==> src/rat_defs.svh <==
/*
 * Offsets, field positions, reset values and timing figures of the
 * resolver angle tracker. Assumes a 250 MHz system clock.
 */
`ifndef RAT_DEFS_SVH
`define RAT_DEFS_SVH

// ****************************************
// Timing
// ****************************************
`define RAT_CLK_FREQ_HZ 250000000
`define RAT_EXC_FREQ_HZ 8000
`define RAT_SAMPLE_IDX 5'h08

// ****************************************
// Register offsets
// ****************************************
`define RAT_ADDR_SRC 8'h00
`define RAT_ADDR_OFS 8'h04
`define RAT_ADDR_POLES 8'h08
`define RAT_ADDR_LEVEL 8'h0c
`define RAT_ADDR_ANGLE 8'h10
`define RAT_ADDR_POS 8'h14
`define RAT_ADDR_MECH 8'h18
`define RAT_ADDR_STATUS 8'h1c
`define RAT_ADDR_CLEAR 8'h20
`define RAT_ADDR_ENABLE 8'h24

// ****************************************
// Reset values and limits
// ****************************************
`define RAT_RST_SRC 8'h01
`define RAT_RST_OFS 16'h1555
`define RAT_RST_POLES 16'h0002
`define RAT_RST_LEVEL 16'h7530
`define RAT_SRC_MAX 8'h02
`define RAT_SRC_RESOLVER 8'h01
`define RAT_POLES_MIN 16'h0002
`define RAT_POLES_MAX 16'h000c
`define RAT_LEVEL_MIN 16'h2710
`define RAT_MAG_MIN 17'h01000
`define RAT_MAG_MAX 17'h1c000

// ****************************************
// Status bits
// ****************************************
`define RAT_ST_FAULT 0
`define RAT_ST_ANGLE 1
`define RAT_ST_CFG 2

`endif

==> src/rat_pkg.sv <==
/*
 * Types of the resolver angle tracker: state records and modes.
 * Assumes nothing beyond a SystemVerilog compiler.
 */
package rat_pkg;

  typedef enum logic {CS_IDLE, CS_RUN} rat_cordic_e;

  typedef struct packed {
    rat_cordic_e st;
    logic [3:0] iter;
    logic signed [17:0] x;
    logic signed [17:0] y;
    logic [15:0] z;
    logic done;
    logic [15:0] angle;
    logic [16:0] mag;
  } rat_cordic_s;

  typedef struct packed {
    logic [7:0] src;
    logic src_res;
    logic [15:0] ofs;
    logic [15:0] poles;
    logic [15:0] level;
    logic [31:0] phase;
    logic [15:0] exc;
    logic start;
    logic [15:0] sin_smp;
    logic [15:0] cos_smp;
    logic [15:0] angle;
    logic [15:0] turns;
    logic [2:0] cyc;
    logic [31:0] pos;
    logic pos_valid;
    logic [15:0] mech;
    logic [15:0] comm;
    logic fault;
    logic [2:0] status;
    logic [2:0] enable;
    logic irq;
    logic [31:0] rd_data;
  } rat_state_s;

endpackage

==> src/rat_atan.sv <==
/*
 * Iterative vectoring arctangent: angle of (x, y) as a 16-bit turn
 * fraction and the scaled vector length.
 * Assumes start only while idle; a start during a run is ignored.
 */
`timescale 1ns/1ps

`include "rat_defs.svh"

module rat_atan
  import rat_pkg::*;
(
  input wire logic clock,
  input wire logic srst,
  input wire logic start,
  input wire logic signed [15:0] x_in,
  input wire logic signed [15:0] y_in,
  output logic done,
  output logic [15:0] angle,
  output logic [16:0] mag
);

  // ****************************************
  // Arctangent steps, one turn is 2^16
  // ****************************************
  function automatic logic [15:0] atan_step(input logic [3:0] i);
    case (i)
      4'h0: atan_step = 16'h2000;
      4'h1: atan_step = 16'h12e4;
      4'h2: atan_step = 16'h09fb;
      4'h3: atan_step = 16'h0511;
      4'h4: atan_step = 16'h028b;
      4'h5: atan_step = 16'h0146;
      4'h6: atan_step = 16'h00a3;
      4'h7: atan_step = 16'h0051;
      4'h8: atan_step = 16'h0029;
      4'h9: atan_step = 16'h0014;
      4'ha: atan_step = 16'h000a;
      4'hb: atan_step = 16'h0005;
      4'hc: atan_step = 16'h0003;
      4'hd: atan_step = 16'h0001;
      4'he: atan_step = 16'h0001;
      default: atan_step = 16'h0000;
    endcase
  endfunction

  rat_cordic_s s;
  rat_cordic_s n;

  always_comb begin
    n = s;
    n.done = 1'b0;
    if (srst) begin
      n = '0;
    end else begin
      case (s.st)
        CS_IDLE: begin
          if (start) begin
            // Left half plane is pre-rotated by half a turn
            if (x_in[15]) begin
              n.x = -18'(x_in);
              n.y = -18'(y_in);
              n.z = 16'h8000;
            end else begin
              n.x = 18'(x_in);
              n.y = 18'(y_in);
              n.z = 16'h0000;
            end
            n.iter = 4'h0;
            n.st = CS_RUN;
          end
        end
        CS_RUN: begin
          if (!s.y[17]) begin
            n.x = s.x + (s.y >>> s.iter);
            n.y = s.y - (s.x >>> s.iter);
            n.z = s.z + atan_step(s.iter);
          end else begin
            n.x = s.x - (s.y >>> s.iter);
            n.y = s.y + (s.x >>> s.iter);
            n.z = s.z - atan_step(s.iter);
          end
          n.iter = s.iter + 4'h1;
          if (s.iter == 4'hf) begin
            n.st = CS_IDLE;
            n.done = 1'b1;
            n.angle = n.z;
            n.mag = n.x[16:0];
          end
        end
        default: n.st = CS_IDLE;
      endcase
    end
  end

  always_ff @(posedge clock) begin
    s <= n;
  end

  assign done = s.done;
  assign angle = s.angle;
  assign mag = s.mag;

  chk_atan_latency: assert property (@(posedge clock) disable iff (srst)
    (s.st == CS_IDLE && start) |-> ##17 s.done)
    else $error("arctangent result not ready 17 cycles after start");

endmodule

==> src/rat_top.sv <==
/*
 * Resolver angle tracker: excitation reference, synchronous sampling of
 * the return pairs, arctangent angle, turn counting and register file.
 * Assumes the return samples are signed words synchronous to clock and
 * already settled at the reference peak.
 */
// Behaviour
// Electrical angle is a 16-bit word, one full scale per electrical cycle.
// Multi-turn position counts angle rollovers and extends the angle word.
// Multi-turn position drives the position loop feedback output.
// Pole count holds twice the pole pairs, accepted from 2 to 12.
// Angle comes from arctangent of measured sine and cosine amplitudes.
// Excitation reference runs at 8 kHz; sampling follows its period.
// Excitation level accepts 10000 to 65535, default 30000.
// Inconsistent return amplitudes raise a sensor fault flag.
// Mechanical angle is the electrical angle scaled by the pole count.
// Wrap high-to-low counts a turn up, low-to-high counts it down.
`timescale 1ns/1ps

`include "rat_defs.svh"

module rat_top
  import rat_pkg::*;
#(
  parameter int EXC_PERIOD_CYCLES = `RAT_CLK_FREQ_HZ / `RAT_EXC_FREQ_HZ
)
(
  input wire logic clock,
  input wire logic srst,
  input wire logic [7:0] addr,
  input wire logic [31:0] wr_data,
  input wire logic wr_en,
  input wire logic rd_en,
  output logic [31:0] rd_data,
  input wire logic [15:0] sine_return_pair,
  input wire logic [15:0] cosine_return_pair,
  output logic [15:0] excitation_pair,
  output logic [15:0] electrical_angle,
  output logic [31:0] position_feedback,
  output logic position_feedback_valid,
  output logic [15:0] mechanical_angle,
  output logic [15:0] commutation_angle,
  output logic commutation_from_resolver,
  output logic sensor_fault,
  output logic irq
);

  // ****************************************
  // Constants and helpers
  // ****************************************
  // Floor keeps the period at or just above the nominal count
  localparam logic [63:0] PHASE_INC_W = 64'h1_0000_0000 / 64'(EXC_PERIOD_CYCLES);
  localparam logic [31:0] PHASE_INC = PHASE_INC_W[31:0];

  function automatic logic signed [15:0] sine_at(input logic [4:0] idx);
    logic [3:0] k;
    logic [15:0] m;
    k = idx[3] ? 4'h8 - {1'b0, idx[2:0]} : {1'b0, idx[2:0]};
    case (k)
      4'h0: m = 16'h0000;
      4'h1: m = 16'h18f9;
      4'h2: m = 16'h30fc;
      4'h3: m = 16'h471d;
      4'h4: m = 16'h5a82;
      4'h5: m = 16'h6a6e;
      4'h6: m = 16'h7642;
      4'h7: m = 16'h7d8a;
      default: m = 16'h7fff;
    endcase
    sine_at = idx[4] ? -$signed(m) : $signed(m);
  endfunction

  // Reciprocal of pole pairs in 1/65536 units
  function automatic logic [16:0] recip(input logic [2:0] pairs);
    case (pairs)
      3'h2: recip = 17'h08000;
      3'h3: recip = 17'h05555;
      3'h4: recip = 17'h04000;
      3'h5: recip = 17'h03333;
      3'h6: recip = 17'h02aab;
      default: recip = 17'h10000;
    endcase
  endfunction

  function automatic logic in_range(input logic [15:0] v, input logic [15:0] lo, input logic [15:0] hi);
    in_range = (v >= lo) && (v <= hi);
  endfunction

  // ****************************************
  // Arctangent engine
  // ****************************************
  logic cordic_done;
  logic [15:0] cordic_angle;
  logic [16:0] cordic_mag;

  rat_state_s s;
  rat_state_s n;

  rat_atan u_atan (
    .clock(clock),
    .srst(srst),
    .start(s.start),
    .x_in(s.cos_smp),
    .y_in(s.sin_smp),
    .done(cordic_done),
    .angle(cordic_angle),
    .mag(cordic_mag)
  );

  // ****************************************
  // Next state
  // ****************************************
  logic carry;
  logic signed [32:0] prod;
  logic [35:0] mprod;
  logic [2:0] pairs;
  logic [2:0] cyc_new;
  logic [15:0] turns_new;
  logic [2:0] set;
  logic [2:0] clr;
  logic bad;

  always_comb begin
    n = s;
    carry = 1'b0;
    prod = '0;
    mprod = '0;
    pairs = s.poles[3:1];
    cyc_new = s.cyc;
    turns_new = s.turns;
    set = '0;
    clr = '0;
    bad = 1'b0;
    n.start = 1'b0;
    n.pos_valid = 1'b0;
    n.rd_data = '0;
    if (srst) begin
      n = '0;
      n.src = `RAT_RST_SRC;
      n.src_res = 1'b1;
      n.ofs = `RAT_RST_OFS;
      n.poles = `RAT_RST_POLES;
      n.level = `RAT_RST_LEVEL;
    end else begin
      // Reference phase and scaled sine sample
      {carry, n.phase} = {1'b0, s.phase} + {1'b0, PHASE_INC};
      prod = sine_at(n.phase[31:27]) * $signed({1'b0, s.level});
      n.exc = prod[31:16];
      // Sample at the reference peak; demodulated sign carries the quadrant
      if (n.phase[31:27] == `RAT_SAMPLE_IDX && s.phase[31:27] != `RAT_SAMPLE_IDX) begin
        n.start = 1'b1;
        n.sin_smp = sine_return_pair;
        n.cos_smp = cosine_return_pair;
      end
      if (cordic_done) begin
        n.angle = cordic_angle;
        if (s.angle[15:14] == 2'b11 && cordic_angle[15:14] == 2'b00) begin
          turns_new = s.turns + 16'h0001;
          cyc_new = (s.cyc >= pairs - 3'h1) ? 3'h0 : s.cyc + 3'h1;
        end else if (s.angle[15:14] == 2'b00 && cordic_angle[15:14] == 2'b11) begin
          turns_new = s.turns - 16'h0001;
          cyc_new = (s.cyc == 3'h0) ? pairs - 3'h1 : s.cyc - 3'h1;
        end
        n.turns = turns_new;
        n.cyc = cyc_new;
        n.pos = {turns_new, cordic_angle};
        n.pos_valid = 1'b1;
        mprod = 36'({cyc_new, cordic_angle}) * 36'(recip(pairs));
        n.mech = mprod[31:16];
        n.comm = cordic_angle + s.ofs;
        // Too weak or overdriven return means a wrong ratio or open winding
        bad = (cordic_mag < `RAT_MAG_MIN) || (cordic_mag > `RAT_MAG_MAX);
        n.fault = bad;
        set[`RAT_ST_FAULT] = bad;
        set[`RAT_ST_ANGLE] = 1'b1;
      end
      // Register writes; out-of-range settings are refused, old value kept
      if (wr_en) begin
        case (addr)
          `RAT_ADDR_SRC: begin
            if (wr_data[7:0] <= `RAT_SRC_MAX) begin
              n.src = wr_data[7:0];
              n.src_res = (wr_data[7:0] == `RAT_SRC_RESOLVER);
            end else begin
              set[`RAT_ST_CFG] = 1'b1;
            end
          end
          `RAT_ADDR_OFS: n.ofs = wr_data[15:0];
          `RAT_ADDR_POLES: begin
            if (in_range(wr_data[15:0], `RAT_POLES_MIN, `RAT_POLES_MAX) && !wr_data[0]) begin
              n.poles = wr_data[15:0];
              n.cyc = 3'h0;
            end else begin
              set[`RAT_ST_CFG] = 1'b1;
            end
          end
          `RAT_ADDR_LEVEL: begin
            if (in_range(wr_data[15:0], `RAT_LEVEL_MIN, 16'hffff)) begin
              n.level = wr_data[15:0];
            end else begin
              set[`RAT_ST_CFG] = 1'b1;
            end
          end
          `RAT_ADDR_CLEAR: clr = wr_data[2:0];
          `RAT_ADDR_ENABLE: n.enable = wr_data[2:0];
          default: ;
        endcase
      end
      // New events win over a clear in the same cycle
      n.status = (s.status & ~clr) | set;
      n.irq = |(n.status & n.enable);
      if (rd_en) begin
        case (addr)
          `RAT_ADDR_SRC: n.rd_data = {24'h000000, s.src};
          `RAT_ADDR_OFS: n.rd_data = {16'h0000, s.ofs};
          `RAT_ADDR_POLES: n.rd_data = {16'h0000, s.poles};
          `RAT_ADDR_LEVEL: n.rd_data = {16'h0000, s.level};
          `RAT_ADDR_ANGLE: n.rd_data = {16'h0000, s.angle};
          `RAT_ADDR_POS: n.rd_data = s.pos;
          `RAT_ADDR_MECH: n.rd_data = {16'h0000, s.mech};
          `RAT_ADDR_STATUS: n.rd_data = {29'h00000000, s.status};
          `RAT_ADDR_ENABLE: n.rd_data = {29'h00000000, s.enable};
          default: n.rd_data = 32'h00000000;
        endcase
      end
    end
  end

  always_ff @(posedge clock) begin
    s <= n;
  end

  // ****************************************
  // Outputs
  // ****************************************
  assign rd_data = s.rd_data;
  assign excitation_pair = s.exc;
  assign electrical_angle = s.angle;
  assign position_feedback = s.pos;
  assign position_feedback_valid = s.pos_valid;
  assign mechanical_angle = s.mech;
  assign commutation_angle = s.comm;
  assign commutation_from_resolver = s.src_res;
  assign sensor_fault = s.fault;
  assign irq = s.irq;

  // ****************************************
  // Checks
  // ****************************************
  logic tick_q;
  logic tick_seen;
  logic [31:0] per_cnt;

  always_ff @(posedge clock) begin
    if (srst) begin
      tick_q <= 1'b0;
      tick_seen <= 1'b0;
      per_cnt <= '0;
    end else begin
      tick_q <= carry;
      if (tick_q) begin
        tick_seen <= 1'b1;
        per_cnt <= '0;
      end else begin
        per_cnt <= per_cnt + 32'h1;
      end
    end
  end

  chk_angle_word: assert property (@(posedge clock) disable iff (srst)
    cordic_done |=> electrical_angle == $past(cordic_angle))
    else $error("angle word not taken from arctangent result");

  chk_turn_up: assert property (@(posedge clock) disable iff (srst)
    (cordic_done && s.angle[15:14] == 2'b11 && cordic_angle[15:14] == 2'b00)
    |=> s.turns == $past(s.turns) + 16'h0001)
    else $error("forward wrap did not count a turn up");

  chk_turn_down: assert property (@(posedge clock) disable iff (srst)
    (cordic_done && s.angle[15:14] == 2'b00 && cordic_angle[15:14] == 2'b11)
    |=> s.turns == $past(s.turns) - 16'h0001)
    else $error("reverse wrap did not count a turn down");

  chk_pos_feed: assert property (@(posedge clock) disable iff (srst)
    position_feedback_valid |-> position_feedback == {s.turns, electrical_angle})
    else $error("position feedback is not turns over angle");

  chk_feed_timing: assert property (@(posedge clock) disable iff (srst)
    cordic_done |=> position_feedback_valid ##1 !position_feedback_valid)
    else $error("feedback strobe not one cycle after result");

  chk_pole_range: assert property (@(posedge clock) disable iff (srst)
    s.poles >= `RAT_POLES_MIN && s.poles <= `RAT_POLES_MAX && !s.poles[0])
    else $error("pole count outside accepted set");

  chk_sample_sync: assert property (@(posedge clock) disable iff (srst)
    s.start |-> s.phase[31:27] == `RAT_SAMPLE_IDX && $past(s.phase[31:27]) != `RAT_SAMPLE_IDX)
    else $error("sampling not at reference peak");

  chk_exc_period: assert property (@(posedge clock) disable iff (srst)
    (tick_q && tick_seen) |-> (per_cnt >= 32'(EXC_PERIOD_CYCLES - 1)) && (per_cnt <= 32'(EXC_PERIOD_CYCLES)))
    else $error("reference period off nominal");

  chk_level_range: assert property (@(posedge clock) disable iff (srst)
    s.level >= `RAT_LEVEL_MIN)
    else $error("excitation level below minimum");

  chk_fault_set: assert property (@(posedge clock) disable iff (srst)
    (cordic_done && (cordic_mag < `RAT_MAG_MIN || cordic_mag > `RAT_MAG_MAX))
    |=> sensor_fault && s.status[`RAT_ST_FAULT])
    else $error("bad amplitude not flagged");

  chk_mech_scale: assert property (@(posedge clock) disable iff (srst)
    (position_feedback_valid && s.poles == 16'h0002) |-> mechanical_angle == electrical_angle)
    else $error("two-pole mechanical angle differs from electrical");

  chk_irq_level: assert property (@(posedge clock) disable iff (srst)
    irq == |(s.status & s.enable))
    else $error("interrupt does not follow enabled status");

  // Refused settings must leave the old value and raise the flag
  chk_pole_keep: assert property (@(posedge clock) disable iff (srst)
    (wr_en && addr == `RAT_ADDR_POLES
     && (!in_range(wr_data[15:0], `RAT_POLES_MIN, `RAT_POLES_MAX) || wr_data[0]))
    |=> s.poles == $past(s.poles))
    else $error("refused pole count was taken");

  chk_pole_flag: assert property (@(posedge clock) disable iff (srst)
    (wr_en && addr == `RAT_ADDR_POLES
     && (!in_range(wr_data[15:0], `RAT_POLES_MIN, `RAT_POLES_MAX) || wr_data[0]))
    |=> s.status[`RAT_ST_CFG])
    else $error("refused pole count not flagged");

  chk_level_keep: assert property (@(posedge clock) disable iff (srst)
    (wr_en && addr == `RAT_ADDR_LEVEL && wr_data[15:0] < `RAT_LEVEL_MIN)
    |=> s.level == $past(s.level))
    else $error("refused excitation level was taken");

  chk_exc_peak: assert property (@(posedge clock) disable iff (srst)
    (s.phase[31:27] == `RAT_SAMPLE_IDX)
    |-> s.exc == 16'((32'h00007fff * {16'h0000, $past(s.level)}) >> 16))
    else $error("reference peak not scaled by level");

  chk_turn_hold: assert property (@(posedge clock) disable iff (srst)
    (cordic_done && !(s.angle[15:14] == 2'b11 && cordic_angle[15:14] == 2'b00)
     && !(s.angle[15:14] == 2'b00 && cordic_angle[15:14] == 2'b11))
    |=> s.turns == $past(s.turns))
    else $error("turn count moved without a wrap");

  chk_comm_sum: assert property (@(posedge clock) disable iff (srst)
    cordic_done |=> commutation_angle == 16'($past(cordic_angle) + $past(s.ofs)))
    else $error("commutation angle is not angle plus offset");

endmodule
==> config.mk <==
export PLATFORM = sky130hd
export DESIGN_NAME = rat_top
export DESIGN_NICKNAME = d
export VERILOG_FILES = /design/src/rat_pkg.sv /design/src/rat_atan.sv /design/src/rat_top.sv
export VERILOG_INCLUDE_DIRS = /design/src /design/src/src
export SDC_FILE = /design/constraint.sdc
export NUM_CORES = 2
export LEC_CHECK = 0
export BUFFER_PORTS_ARGS = -buffer_cell sky130_fd_sc_hd__buf_2
export CORE_ASPECT_RATIO = 1.5
export CORE_MARGIN = 1
export CORE_UTILIZATION = 33
export DETAILED_ROUTE_END_ITERATION = 8
export SLEW_MARGIN = 10
export SYNTH_ARGS = -nofsm -noshare
export SYNTH_HDL_FRONTEND = slang
export SYNTH_SLANG_ARGS = --single-unit
export TNS_END_PERCENT = 1
==> constraint.sdc <==
create_clock -name clock -period 10.55 [get_ports clock]
set_clock_uncertainty 0.05 [all_clocks]
set_input_delay 1.055 -clock clock [delete_from_list [all_inputs] [get_ports clock]]
set_output_delay 1.055 -clock clock [all_outputs]
set_load 0.01 [all_outputs]
==> run metrics <==
outcome finished clean; Routed Antenna Nets 0; # IOs 208; Area contributors post-synth fa_1 23%, dfxtp_1 18%, ha_1 9.6%; FP Rows 152; Buffers on Ports 191; Nets 5242; Multi-input gate area 27140 um2; Syn. warnings 0; commonest cells in the netlist 668 x inv_1, 448 x nand2_1, 444 x fa_1; Int Power 2388 uW; Seq/Total Area, Yosys 18.27%; mapped cell area 38360 um2; GPL Wtd Cong 0.9229; most common flop cell mapped by yosys dfxtp_1; asr flop ratio synth 0%; final hold vios 0; Remaining Overflow, GRT 0; Critical Path Max Stage Delay 580 ps; count of cell types in the netlist 92; startpoint class of the critical path register; Yosys top cell area share 23.17%; Final HPWL DP 87.25 mm; DRC 0; Switching Share 24.10%; most instantiated library cell after synthesis inv_1; register share of total power 42.9%; clock latency on the worst-skew pair 630 ps; pwr dens 75.55 nW/um2; Design Area, Final 41650 um2; Gate power share 3.4%; FF/Latch Area 7019 um2; largest net degree at the start of global routing 170; final setup vio count 0; final core utilization 36.26%; placed inst area 39930 um2; crit path max-delay cell type fa_1; vias in the first global route 30550; Worst Hold Class register to register; CTS tree yes; CP dominant cell by count inv_1; Vias 30010; Tmin final 9862 ps; Final Max Slew Viols 0; number of synthesized flops with an enable pin 0; WS Path Type register to register; Placed Instances 5915; Clk pwr share 53.7%; H-tree lvl count 2; CTS Buf Count 44; Post-Synthesis Cells 4465; Least-Margin Pin Slew 1243 ps; Slew headroom 16.96%; Max Cap Viol 0; critical path's top delay family adder cells; data required time of the worst path 11030 ps; CTS Hold Bufs 0; drt initial violations 1770; Die X-Extent 280.4 um; period utilization 93.48%; drt first pass iters 6; clk sinks 350; die area 117600 um2; crit path DAT 10350 ps; crit path max fanout 6; wire length per cell 18.29 um; P&R area growth vs syn 8.592%; clock slew at reported path FFs 60 ps; CTS Root Buffer Type clkbuf_16; FILL cells 11910; Setup crit end kind register; DR vias/cell 4.995; Syn Nets 5280; final non-filler cell total 6008; Starting Density 33.39%; switching power 758.4 uW; post-synth top area cell fa_1; Die H 419.6 um; FF+latch count, synth 350; share of cells above drive strength 1 10.15%; Max Freq 0.1014 GHz; Buf+Inv Stages, Crit Path 7; Tot GR Track Use 19.00%; Worst VDD drop 0.1394 mV; clock tree buffer depth 3; antenna violations before repair 12; leak pwr 0.01936 uW; Avg Inst Size Synth 8.591 um2; Post-Route WL 109.9 mm; first-pass GRT wire length 173.4 mm; Min Hold Slack 406.0 ps; Core Box Area 114900 um2
[stage by stage]
step | total power (uW) | setup slack, ps | setup TNS, ps
3_5_place_dp | 1480 | 121.5 | 0
4_1_cts | 3178 | 97.68 | 0
6_report | 3147 | 687.8 | 0
2_1_floorplan | 1443 | 610.7 | 0
5_1_grt | 3246 | -15.23 | -15.23
3_3_place_gp | 1478 | 265.3 | 0
[cells in the final DEF (no fill, tap or decap), types with 48 or more instances in the layout]
master / synthesis / layout
buf_2: 12 / 190
and2_1: 196 / 196
buf_4: 130 / 57
nand2_1: 448 / 448
inv_1: 668 / 668
xor2_1: 75 / 75
nor2_1: 392 / 392
ha_1: 295 / 294
mux2i_1: 115 / 115
a21oi_1: 237 / 236
xnor2_1: 118 / 117
dfxtp_1: 350 / 342
a211oi_1: 49 / 48
o21ai_0: 117 / 117
fa_1: 444 / 444
[cell type report]
class                           instances  area share, %
Inverter                              669          6.029
Clock inverter                         24         0.9192
Tap cell                             1540          4.626
Antenna cell                            5        0.03004
Sequential cell                       350          16.85
Multi-Input combinational cell       3112          65.16
Clock buffer                           58          2.962
Timing Repair Buffer                  250          3.421
[metal layers]
layer	global-route usage, %	up-vias	wire, um
li1	-	14250	-
met1	22.98	14700	44690
met2	33.30	813	54520
met3	2.769	232	5631
met4	8.160	8	4971
met5	0	-	62
[power groups by stage]
| stage | Sequential (uW) | Clock (uW) | Combinational [uW] |
|---|---|---|---|
| after floorplan | 1380 | 0 | 66.4 |
| after global routing | 1350 | 1780 | 117 |
| after global placement | 1380 | 0 | 98.7 |
| after CTS | 1350 | 1730 | 100 |
| after detailed placement | 1380 | 0 | 99.4 |
| final | 1350 | 1690 | 107 |
[worst register-to-register path: cells and delay by family (launching register included)]
family                     cells  cell delay [ps]
DFF                            1              360
AOI/OAI and AO/OA             11             2330
xor gates and xnor gates       1              170
adders and majority gates      9             3800
buffers and inverters          7              510
and+or+nand+nor               12             2590
[final timing paths]
path              depth (start not counted)                  end  slack, ps            from
setup / recovery                         40  excitation_pair[15]        690          s[193]
hold / removal                            2       u_atan.mag[10]        410  u_atan.mag[10]
setup reg to reg                         40  excitation_pair[15]        690          s[193]
hold reg to reg                           2       u_atan.mag[10]        410  u_atan.mag[10]
[cell families (layout without fill, tap and decap cells)]
family | Yosys count | after routing | synth area share [%]
adder cells (fa/ha/maj) | 739 | 739 | 32.80
AO/OA/AOI/OAI | 642 | 642 | 10.75
other | 0 | 5 | 0
buffers and inverters | 1003 | 1001 | 11.17
AND/OR/NAND/NOR | 1360 | 1360 | 16.86
multiplexers | 177 | 177 | 5.702
XOR/XNOR | 194 | 194 | 4.449
flip-flops | 350 | 350 | 18.27
[state kept, by name, indices dropped and copies added, names as in the netlist, 3 cells and up, named ones only]
register	cells
pairs	3
excitation_pair	16
rd_data	32
electrical_angle	15
s	127
mechanical_angle	16
u_atan.s	57
u_atan.angle	16
u_atan.mag	17
commutation_angle	16
[timing repair]
item                                    4_1_cts  5_1_grt
setup buffers                                 0        6
gates resized for setup                       0        9
endpoints found under the setup margin        0       15
endpoints found under the hold margin         0        0
Note: power is estimated with default switching activity, not from simulation.
